**src/include/ibmc_pkg.sv**
```systemverilog
// constants and state type shared by the two-wire bus-mode controller
package ibmc_pkg;
  localparam int CLK_PERIOD_NS = 10;
  localparam int T_LOW_NS = 4700;
  localparam int T_HIGH_NS = 4000;
  localparam int LOW_CYC = (T_LOW_NS + CLK_PERIOD_NS - 1) / CLK_PERIOD_NS;
  localparam int HIGH_CYC = (T_HIGH_NS + CLK_PERIOD_NS - 1) / CLK_PERIOD_NS;
  localparam int CNT_W = 12;
  localparam logic [1:0] FUNC_PORT = 2'h0;
  localparam logic [1:0] FUNC_BUS = 2'h2;
  localparam logic [1:0] KEY_FIRST = 2'h2;
  localparam logic [1:0] KEY_SECOND = 2'h1;
  localparam logic [3:0] CMD_START = 4'hF;
  localparam logic [3:0] CMD_STOP = 4'hD;
  localparam logic [7:0] GEN_CALL = 8'h00;
  localparam logic [2:0] BC_RESET = 3'h0;
  localparam logic [3:0] FULL_WORD = 4'h8;
  localparam logic [6:0] OWN_ID_RESET = 7'h00;
  localparam logic PEND_RESET = 1'h1;
  localparam logic SOFT_DONE_RESET = 1'h1;
  typedef enum logic [3:0] {
    S_IDLE, S_SLV, S_START, S_LOW, S_HIGH, S_HOLD, S_STOPA, S_STOPB, S_STOPC
  } ibmc_state_e;
endpackage

```
**src/hdl/ibmc_sync.sv**
```systemverilog
// two-flop synchroniser for the bus pin levels
`timescale 1ns/100ps
`default_nettype none
module ibmc_sync #(
  parameter int WIDTH = 2
) (
  input wire logic clock, // system clock
  input wire logic nrst, // synchronous reset, active low
  input wire logic [WIDTH-1:0] din, // levels from the pins
  output logic [WIDTH-1:0] dout // levels in the clock domain
);
  logic [WIDTH-1:0] meta_reg;

  // idle bus is high, so both stages reset high
  always_ff @(posedge clock) begin
    if (!nrst) begin
      meta_reg <= {WIDTH{1'b1}};
      dout <= {WIDTH{1'b1}};
    end else begin
      meta_reg <= din;
      dout <= meta_reg;
    end
  end
endmodule
`default_nettype wire

```
**src/hdl/ibmc_cond_det.sv**
```systemverilog
// edge and start/stop condition detector on synchronised bus levels
`timescale 1ns/100ps
`default_nettype none
module ibmc_cond_det (
  input wire logic clock, // system clock
  input wire logic nrst, // synchronous reset, active low
  input wire logic scl, // synchronised clock line
  input wire logic sda, // synchronised data line
  output logic sclRise, // one-cycle pulse on clock rise
  output logic sclFall, // one-cycle pulse on clock fall
  output logic startDet, // one-cycle pulse on start condition
  output logic stopDet // one-cycle pulse on stop condition
);
  logic sclPrev_reg;
  logic sdaPrev_reg;

  always_ff @(posedge clock) begin
    if (!nrst) begin
      sclPrev_reg <= 1'b1;
      sdaPrev_reg <= 1'b1;
      sclRise <= 1'b0;
      sclFall <= 1'b0;
      startDet <= 1'b0;
      stopDet <= 1'b0;
    end else begin
      sclPrev_reg <= scl;
      sdaPrev_reg <= sda;
      sclRise <= scl && !sclPrev_reg;
      sclFall <= !scl && sclPrev_reg;
      startDet <= scl && sclPrev_reg && sdaPrev_reg && !sda;
      stopDet <= scl && sclPrev_reg && !sdaPrev_reg && sda;
    end
  end
endmodule
`default_nettype wire

```
**src/hdl/ibmc_ctrl.sv**
```systemverilog
// two-wire bus-mode controller: addressing, start/stop, pending hold, arbitration
`timescale 1ns/100ps
`default_nettype none
module ibmc_ctrl #(
  parameter int LOW_CYC = ibmc_pkg::LOW_CYC,
  parameter int HIGH_CYC = ibmc_pkg::HIGH_CYC
) (
  input wire logic clock, // system clock, 100 MHz
  input wire logic nrst, // synchronous reset, active low
  input wire logic sclIn, // clock line level
  output logic sclOut, // clock line drive value
  output logic sclOe, // clock line pulled low while high
  input wire logic sdaIn, // data line level
  output logic sdaOut, // data line drive value
  output logic sdaOe, // data line pulled low while high
  input wire logic cr1Write, // strobe for control_one fields
  input wire logic ackModeIn, // acknowledge mode to write
  input wire logic [2:0] bitCountIn, // bits per word to write, 0 = 8
  input wire logic cr2Write, // strobe for control_two fields
  input wire logic masterIn, // master select to write
  input wire logic dirIn, // transmit direction to write
  input wire logic busyIn, // busy bit to write
  input wire logic pendIn, // pending bit to write
  input wire logic [1:0] keyIn, // soft_init_key to write
  input wire logic [1:0] funcSelIn, // interface_function_sel to write
  input wire logic idWrite, // strobe for own_id_register
  input wire logic [6:0] ownIdIn, // own slave id to write
  input wire logic freeFmtIn, // free format select to write
  input wire logic bufWrite, // shift_buffer write strobe
  input wire logic [7:0] bufWrData, // shift_buffer write data
  input wire logic bufRead, // shift_buffer read strobe
  input wire logic rateGenEnable, // rate generator enable
  output logic [7:0] rxData, // shift_buffer read data
  output logic masterSelect, // master select
  output logic txDir, // transmit direction
  output logic busBusyFlag, // bus busy
  output logic pending, // pending, 0 holds the clock low
  output logic lostFlag, // arbitration lost
  output logic addrMatch, // address matched
  output logic broadcastZeroFlag, // broadcast address seen
  output logic lastSampledBit, // data level at last clock rise
  output logic softInitDone, // soft init complete
  output logic transferIrq, // transfer_irq, one-cycle pulse
  output logic [1:0] funcSel, // interface function select
  output logic ackMode, // acknowledge mode
  output logic [2:0] bitCount, // bits per word
  output logic [6:0] ownSlaveId, // own slave id
  output logic freeFormatSelect // free format select
);
  localparam int CW = ibmc_pkg::CNT_W;
  localparam logic [CW-1:0] LOW_MAX = CW'(LOW_CYC - 1);
  localparam logic [CW-1:0] HIGH_MAX = CW'(HIGH_CYC - 1);

  function automatic logic addr_hit(input logic [7:0] rx, input logic [6:0] id);
    return (rx[7:1] == id) || (rx == ibmc_pkg::GEN_CALL);
  endfunction

  logic [1:0] syncOut;
  logic sclS, sdaS, sclRise, sclFall, startDet, stopDet;
  ibmc_pkg::ibmc_state_e state_reg, state_next;
  logic [CW-1:0] cnt_reg;
  logic [3:0] bitIdx_reg, dataLen, wordLen;
  logic [7:0] txShift_reg, rxShift_reg;
  logic afterStart_reg, firstWord_reg, addressed_reg, keyArmed_reg, softInit_reg;
  logic clr, busOn, startEv, stopEv, hit, roleTx, wordEnd, wordDone, loseNow;
  logic startReq, stopReq, swAccess, ackDrive, sdaNext, sclNext, countEn, rwBit;
  logic [3:0] cmd;

  ibmc_sync #(.WIDTH(2)) uSync (
    .clock(clock),
    .nrst(nrst),
    .din({sclIn, sdaIn}),
    .dout(syncOut)
  );

  ibmc_cond_det uDet (
    .clock(clock),
    .nrst(nrst),
    .scl(sclS),
    .sda(sdaS),
    .sclRise(sclRise),
    .sclFall(sclFall),
    .startDet(startDet),
    .stopDet(stopDet)
  );

  ////////////////////////////////////////////////////////////////////////////////
  // decode

  assign sclS = syncOut[1];
  assign sdaS = syncOut[0];
  assign sclOut = 1'b0;
  assign sdaOut = 1'b0;
  assign clr = !nrst || softInit_reg;
  // the engine only runs with the bus function selected and the rate generator on
  assign busOn = (funcSel == ibmc_pkg::FUNC_BUS) && rateGenEnable;
  assign startEv = busOn && startDet;
  assign stopEv = busOn && stopDet;
  assign cmd = {masterIn, dirIn, busyIn, pendIn};
  assign rwBit = rxShift_reg[0];
  assign swAccess = bufWrite || bufRead;
  assign startReq = busOn && cr2Write && !busBusyFlag && cmd == ibmc_pkg::CMD_START
    && state_reg == ibmc_pkg::S_IDLE;
  assign stopReq = cr2Write && busBusyFlag && cmd == ibmc_pkg::CMD_STOP;
  assign hit = freeFormatSelect || addr_hit(rxShift_reg, ownSlaveId);
  // address word is always eight bits plus an acknowledge
  assign dataLen = (firstWord_reg || bitCount == ibmc_pkg::BC_RESET) ? ibmc_pkg::FULL_WORD
    : {1'b0, bitCount};
  assign wordLen = dataLen + {3'h0, ackMode || firstWord_reg};
  assign roleTx = firstWord_reg ? masterSelect : (txDir && (masterSelect || addressed_reg));
  assign wordEnd = busOn && sclFall && !afterStart_reg && bitIdx_reg == wordLen - 4'h1
    && (masterSelect || addressed_reg || firstWord_reg);
  // an unmatched address leaves a slave listening silently until the next start or stop
  assign wordDone = wordEnd && (masterSelect || !firstWord_reg || hit);
  // only bits this end drives high can be lost; the acknowledge slot is excluded
  assign loseNow = busOn && sclRise && masterSelect && roleTx && bitIdx_reg < dataLen
    && !sdaOe && !sdaS;
  assign ackDrive = firstWord_reg ? (!masterSelect && hit)
    : (!roleTx && ackMode && (masterSelect || addressed_reg));

  always_comb begin
    case (state_reg)
      ibmc_pkg::S_START, ibmc_pkg::S_STOPA, ibmc_pkg::S_STOPB: sdaNext = 1'b1;
      ibmc_pkg::S_IDLE, ibmc_pkg::S_STOPC: sdaNext = 1'b0;
      default: sdaNext = (bitIdx_reg < dataLen) ? (roleTx && !txShift_reg[7]) : ackDrive;
    endcase
  end

  always_comb begin
    case (state_reg)
      ibmc_pkg::S_LOW, ibmc_pkg::S_STOPA: sclNext = 1'b1;
      ibmc_pkg::S_HOLD: sclNext = 1'b1;
      default: sclNext = 1'b0;
    endcase
  end

  always_comb begin
    case (state_reg)
      ibmc_pkg::S_HIGH, ibmc_pkg::S_STOPB: countEn = sclS;
      ibmc_pkg::S_HOLD: countEn = pending;
      default: countEn = 1'b1;
    endcase
  end

  ////////////////////////////////////////////////////////////////////////////////
  // sequencing

  always_comb begin
    state_next = state_reg;
    if (!busOn || stopEv) begin
      state_next = ibmc_pkg::S_IDLE;
    end else if (loseNow) begin
      state_next = ibmc_pkg::S_SLV;
    end else if (wordDone) begin
      state_next = ibmc_pkg::S_HOLD;
    end else begin
      case (state_reg)
        ibmc_pkg::S_IDLE: begin
          if (startReq) begin
            state_next = ibmc_pkg::S_START;
          end else if (startEv) begin
            state_next = ibmc_pkg::S_SLV;
          end
        end
        ibmc_pkg::S_START: begin
          if (cnt_reg == HIGH_MAX) begin
            state_next = ibmc_pkg::S_LOW;
          end
        end
        ibmc_pkg::S_LOW: begin
          if (cnt_reg == LOW_MAX) begin
            state_next = ibmc_pkg::S_HIGH;
          end
        end
        ibmc_pkg::S_HIGH: begin
          // another master pulling low early restarts our low phase
          if (sclFall || (sclS && cnt_reg == HIGH_MAX)) begin
            state_next = ibmc_pkg::S_LOW;
          end
        end
        ibmc_pkg::S_HOLD: begin
          if (stopReq && masterSelect) begin
            state_next = ibmc_pkg::S_STOPA;
          end else if (pending && cnt_reg == LOW_MAX) begin
            state_next = masterSelect ? ibmc_pkg::S_HIGH : ibmc_pkg::S_SLV;
          end
        end
        ibmc_pkg::S_STOPA: begin
          if (cnt_reg == LOW_MAX) begin
            state_next = ibmc_pkg::S_STOPB;
          end
        end
        ibmc_pkg::S_STOPB: begin
          if (sclS && cnt_reg == HIGH_MAX) begin
            state_next = ibmc_pkg::S_STOPC;
          end
        end
        default: state_next = state_reg;
      endcase
    end
  end

  always_ff @(posedge clock) begin
    if (clr) begin
      state_reg <= ibmc_pkg::S_IDLE;
      cnt_reg <= '0;
    end else begin
      state_reg <= state_next;
      if (state_next != state_reg || !countEn) begin
        cnt_reg <= '0;
      end else begin
        cnt_reg <= cnt_reg + CW'(1);
      end
    end
  end

  ////////////////////////////////////////////////////////////////////////////////
  // bit tracking

  always_ff @(posedge clock) begin
    if (clr) begin
      bitIdx_reg <= 4'h0;
      afterStart_reg <= 1'b0;
      firstWord_reg <= 1'b0;
      txShift_reg <= 8'hFF;
      rxShift_reg <= 8'hFF;
      rxData <= 8'h00;
      lastSampledBit <= 1'b1;
    end else begin
      if (startEv) begin
        bitIdx_reg <= 4'h0;
        afterStart_reg <= 1'b1;
        firstWord_reg <= 1'b1;
      end else if (busOn && sclFall && afterStart_reg) begin
        afterStart_reg <= 1'b0;
      end else if (wordEnd) begin
        bitIdx_reg <= 4'h0;
        firstWord_reg <= 1'b0;
        rxData <= rxShift_reg;
      end else if (busOn && sclFall && (masterSelect || addressed_reg || firstWord_reg)) begin
        bitIdx_reg <= bitIdx_reg + 4'h1;
        if (bitIdx_reg < dataLen) begin
          txShift_reg <= {txShift_reg[6:0], 1'b1};
        end
      end
      if (busOn && sclRise) begin
        lastSampledBit <= sdaS;
        if (bitIdx_reg < dataLen) begin
          rxShift_reg <= {rxShift_reg[6:0], sdaS};
        end
      end
      if (bufWrite) begin
        txShift_reg <= bufWrData;
      end
    end
  end

  ////////////////////////////////////////////////////////////////////////////////
  // control and status flags; later assignments take priority

  always_ff @(posedge clock) begin
    if (clr) begin
      masterSelect <= 1'b0;
      txDir <= 1'b0;
      pending <= ibmc_pkg::PEND_RESET;
      busBusyFlag <= 1'b0;
      lostFlag <= 1'b0;
      addrMatch <= 1'b0;
      broadcastZeroFlag <= 1'b0;
      addressed_reg <= 1'b0;
      transferIrq <= 1'b0;
    end else begin
      transferIrq <= wordDone;
      if (cr2Write) begin
        masterSelect <= masterIn;
        txDir <= dirIn;
        lostFlag <= 1'b0;
        if (pendIn) begin
          pending <= 1'b1;
        end
      end
      if (swAccess) begin
        pending <= 1'b1;
        lostFlag <= 1'b0;
        addrMatch <= 1'b0;
      end
      if (startEv) begin
        busBusyFlag <= 1'b1;
        broadcastZeroFlag <= 1'b0;
        addressed_reg <= 1'b0;
      end
      if (wordDone) begin
        pending <= 1'b0;
        if (firstWord_reg && masterSelect && !lastSampledBit) begin
          txDir <= !rwBit;
        end else if (firstWord_reg && !masterSelect) begin
          addressed_reg <= 1'b1;
          addrMatch <= 1'b1;
          if (!freeFormatSelect) begin
            txDir <= rwBit;
            broadcastZeroFlag <= rxShift_reg == ibmc_pkg::GEN_CALL;
          end
        end
      end
      if (loseNow) begin
        lostFlag <= 1'b1;
        masterSelect <= 1'b0;
        txDir <= 1'b0;
      end
      if (stopEv) begin
        busBusyFlag <= 1'b0;
        masterSelect <= 1'b0;
        txDir <= 1'b0;
        broadcastZeroFlag <= 1'b0;
        addressed_reg <= 1'b0;
      end
    end
  end

  ////////////////////////////////////////////////////////////////////////////////
  // configuration and soft init

  always_ff @(posedge clock) begin
    if (clr) begin
      ackMode <= 1'b0;
      bitCount <= ibmc_pkg::BC_RESET;
      ownSlaveId <= ibmc_pkg::OWN_ID_RESET;
      freeFormatSelect <= 1'b0;
    end else begin
      if (cr1Write) begin
        ackMode <= ackModeIn;
        bitCount <= bitCountIn;
      end
      if (idWrite) begin
        ownSlaveId <= ownIdIn;
        freeFormatSelect <= freeFmtIn;
      end
    end
  end

  // the function select survives a soft init so the pins stay assigned
  always_ff @(posedge clock) begin
    if (!nrst) begin
      keyArmed_reg <= 1'b0;
      softInit_reg <= 1'b0;
      softInitDone <= ibmc_pkg::SOFT_DONE_RESET;
      funcSel <= ibmc_pkg::FUNC_PORT;
    end else begin
      softInit_reg <= cr2Write && keyArmed_reg && keyIn == ibmc_pkg::KEY_SECOND;
      if (softInit_reg) begin
        softInitDone <= 1'b1;
      end else if (cr2Write && keyArmed_reg && keyIn == ibmc_pkg::KEY_SECOND) begin
        softInitDone <= 1'b0;
      end
      if (cr2Write) begin
        keyArmed_reg <= keyIn == ibmc_pkg::KEY_FIRST;
        funcSel <= funcSelIn;
      end
    end
  end

  ////////////////////////////////////////////////////////////////////////////////
  // pin drivers, registered so the pins never see decode glitches

  always_ff @(posedge clock) begin
    if (clr) begin
      sclOe <= 1'b0;
      sdaOe <= 1'b0;
    end else begin
      sclOe <= busOn && sclNext && !(state_reg == ibmc_pkg::S_HOLD && pending
        && cnt_reg == LOW_MAX);
      sdaOe <= busOn && sdaNext;
    end
  end
endmodule
`default_nettype wire

```
**config.mk**
```make
export PLATFORM = sky130hd
export DESIGN_NAME = ibmc_ctrl
export DESIGN_NICKNAME = d
export VERILOG_FILES = /design/src/include/ibmc_pkg.sv /design/src/hdl/ibmc_sync.sv /design/src/hdl/ibmc_cond_det.sv /design/src/hdl/ibmc_ctrl.sv
export SDC_FILE = /design/constraint.sdc
export NUM_CORES = 1
export LEC_CHECK = 0
export ABC_AREA = 1
export BUFFER_PORTS_ARGS = -buffer_cell sky130_fd_sc_hd__buf_4
export CAP_MARGIN = 40
export CORE_ASPECT_RATIO = 0.9
export CORE_MARGIN = 4
export CORE_UTILIZATION = 24
export DETAILED_ROUTE_END_ITERATION = 6
export GPL_ROUTABILITY_DRIVEN = 0
export SYNTH_ARGS = -nofsm -noshare
export SYNTH_HDL_FRONTEND = slang
export SYNTH_SLANG_ARGS = --single-unit
```
**constraint.sdc**
```tcl
create_clock -name clock -period 5.22 [get_ports clock]
set_input_delay 0 -clock clock [delete_from_list [all_inputs] [get_ports clock]]
set_output_delay 0 -clock clock [all_outputs]
set_load 0.01 [all_outputs]
```
==> flow_metrics.env <==
export IMPL_slew_limit_headroom_pct=55.3
export IMPL_rsz0062_at_grt="false"
export IMPL_hold_viol_final=0
export IMPL_fin_setup_tns_ps=0
export IMPL_post_synth_and_or_nand_nor_area_fraction_pct=34.2
export IMPL_reg2reg_slack_ps=2020
export IMPL_drc=0
export IMPL_tightest_slew_ps=667
export IMPL_synth_compound_area_share_pct=10.6
export IMPL_min_period_ps=3200
export IMPL_grt_max_degree=26
export IMPL_io_pins=74
export IMPL_skew_ps=7.03
export IMPL_synth_edff_count=0
export IMPL_rows=45
export IMPL_nets=757
export IMPL_dieArea_um2=19700
export IMPL_die_y_um=134
export IMPL_whs_endpoint="bitCount[1]$_SDFFE_PP0P_"
export IMPL_dieWidth_um=148
export IMPL_fin_cells=951
export IMPL_start_kind="flip-flop"
export IMPL_cts_resized=0
export IMPL_cap_viol_max_count=0
export IMPL_fmax_ghz=0.312
export IMPL_cts_clk_slew_worst_paths_ps=60
export IMPL_grt_overflow=0
export IMPL_yosys_area_share_adder_pct=2.38
export IMPL_r2r_end="txShift_reg[7]$_SDFFE_PP1P_"
export IMPL_vias=4162
export IMPL_cellPowerDensity_nw_per_um2=254
export IMPL_grt_pass1_wl_mm=19.8
export IMPL_clock_latency_ps=350
export IMPL_clockBufferDepth=2
export IMPL_arrival_ps=3440
export IMPL_drtIter0Drc=309
export IMPL_criticalPathCategory="reg -> reg"
export IMPL_cts_root_buffer="clkbuf_16"
export IMPL_area_growth_pct=37.9
export IMPL_setup_viol=0
export IMPL_placed_cells=883
export IMPL_antenna_found_initial=0
export IMPL_antennaDiodeCount=0
export IMPL_ys_ff_latch=85
export IMPL_cts_buffers=9
export IMPL_critPathMaxFanout=8
export IMPL_synth_mux_area_share_pct=0.238
export IMPL_hold_depth=4
export IMPL_cts_hold_buffers_added=52
export IMPL_p_leak_nw=2.51
export IMPL_vdd_drop_max_mv=0.217
export IMPL_vias_per_cell=4.38
export IMPL_clock_sinks=85
export IMPL_port_buffers=71
export IMPL_yosysSeqAreaShare_pct=40.4
export IMPL_layout_commonest_cell="nand2_1"
export IMPL_cts_setup_buffers=0
export IMPL_syn_area_um2=4210
export IMPL_avgSynthCellArea_um2=7.16
export IMPL_largest_register_ffs=12
export IMPL_slew_viol_final=0
export IMPL_start_util_pct=24.7
export IMPL_firstDrtPassIters=5
export IMPL_antenna_left=0
export IMPL_pre_cts_slack_ps=2400
export IMPL_synth_cell_types=39
export IMPL_worstPathRequired_ps=5450
export IMPL_syn_inst=588
export IMPL_regToRegStartpoint="firstWord_reg$_SDFFE_PP0P_"
export IMPL_reg2reg_depth=15
export IMPL_critPathLaunch="firstWord_reg$_SDFFE_PP0P_"
export IMPL_end_kind="flip-flop"
export IMPL_fillers=1801
export IMPL_avgRoutedWirePerCell_um=12.6
export IMPL_synthXorXnorAreaFrac_pct=4.16
export IMPL_cts_tree="done"
export IMPL_timing_final_crit_share_pct=61.3
export IMPL_worst_slack_ps=2020
export IMPL_drive_gt1_share_pct=17.5
export IMPL_status="finished clean"
export IMPL_drt_wl_total_mm=12.0
export IMPL_final_cell_mix="134 x nand2_1, 85 x dfxtp_1, 79 x nor2_1"
export IMPL_synth_top_family_by_area="simple AND/OR/NAND/NOR gates"
export IMPL_track_usage_pct=12.4
export IMPL_first_global_vias=4049
export IMPL_yosys_warnings=0
export IMPL_htreeDepth=3
export IMPL_synth_async_sr_flop_share_pct=0
export IMPL_detailed_place_hpwl_mm=8.72
export IMPL_min_path_type="in -> reg"
export IMPL_total_power_w=0.00147
export IMPL_hp_start="cr1Write"
export IMPL_synthFlopType="dfxtp_1"
export IMPL_coreArea_um2=17100
worst max-delay path, cell delays in order (launching register included):
cell and delay, ps:
dfxtp_1 340, inv_2 160, nand2_2 80, ha_1 250
ha_1 300, xnor2_1 150, nor2_1 80, nand3_2 90
nor2_4 70, nor3_1 310, nand2_1 250, nand2_1 200
inv_2 80, nand2_1 60, o311ai_1 90, dlygate4sd3_1 570
metrics by stage:
step,utilization [%],area (um2),hold slack (ps)
after CTS,34.0,5800,0.436
after global placement,29.1,4970,195
after floorplan,-,4210,107
after global routing,34.0,5800,35.2
after detailed placement,29.3,5000,190
final,34.0,5800,8.56
layout make-up:
| cell class | count | area [um2] | area share, % |
|---|---|---|---|
| Tap cell | 235 | 294 | 5.07 |
| Multi-Input combinational cell | 421 | 2180 | 37.5 |
| Clock buffer | 10 | 239 | 4.12 |
| Timing Repair Buffer | 125 | 1090 | 18.8 |
| Sequential cell | 85 | 1700 | 29.3 |
| Clock inverter | 6 | 45.0 | 0.776 |
| Inverter | 69 | 259 | 4.46 |
report_power, final:
| part | internal, W | switching, W | total, W |
|---|---|---|---|
| clock | 0.000339 | 0.000282 | 0.000621 |
| combinational | 0.0000868 | 0.0000803 | 0.000167 |
| sequential | 0.000667 | 0.0000168 | 0.000684 |
metal layers:
layer  share of wire, %  GRT usage, %
met5                  0             0
met4                1.7          4.19
met3                6.8          4.05
met2                 44          19.7
met1                 47          16.0
kinds of logic after synthesis:
kind of cell | after synthesis
compound gates | 77
xor+xnor | 20
fa+ha+maj | 8
buf+inv | 83
flops | 85
mux | 1
other cells | 1
simple gates | 313
synthesized netlist by cell type (2+ instances only):
cell / n / area (um2)
a211oi_1: 3 / 22.5
a21boi_1: 2 / 15.0
a21oi_1: 38 / 190
buf_4: 2 / 15.0
buf_6: 2 / 22.5
clkbuf_1: 9 / 33.8
dfxtp_1: 85 / 1700
ha_1: 8 / 100
inv_1: 62 / 233
inv_2: 6 / 22.5
nand2_1: 134 / 503
nand3_1: 43 / 215
nand3_2: 4 / 40.0
nand3b_1: 2 / 15.0
nand4_1: 13 / 81.3
nor2_1: 79 / 297
nor2_2: 4 / 25.0
nor2_4: 3 / 33.8
nor3_1: 10 / 50.1
nor3_2: 11 / 110
nor4_1: 3 / 18.8
o211ai_1: 5 / 37.5
o21ai_0: 21 / 105
o221ai_1: 2 / 17.5
o311ai_1: 2 / 17.5
or2_2: 4 / 25.0
xnor2_1: 6 / 52.6
xor2_1: 14 / 123
worst max path at each step:
stage / end / slack [ps]
global placement: rxData[2]$_SDFFE_PP0P_ / 2500
global route: txShift_reg[7]$_SDFFE_PP1P_ / 1740
detailed placement: rxData[2]$_SDFFE_PP0P_ / 2400
CTS: txShift_reg[7]$_SDFFE_PP1P_ / 2020
floorplan: cnt_reg[6]$_SDFF_PP0_ / 2900
finish: txShift_reg[7]$_SDFFE_PP1P_ / 2020
No activity file was read; power rests on OpenSTA's default activity.
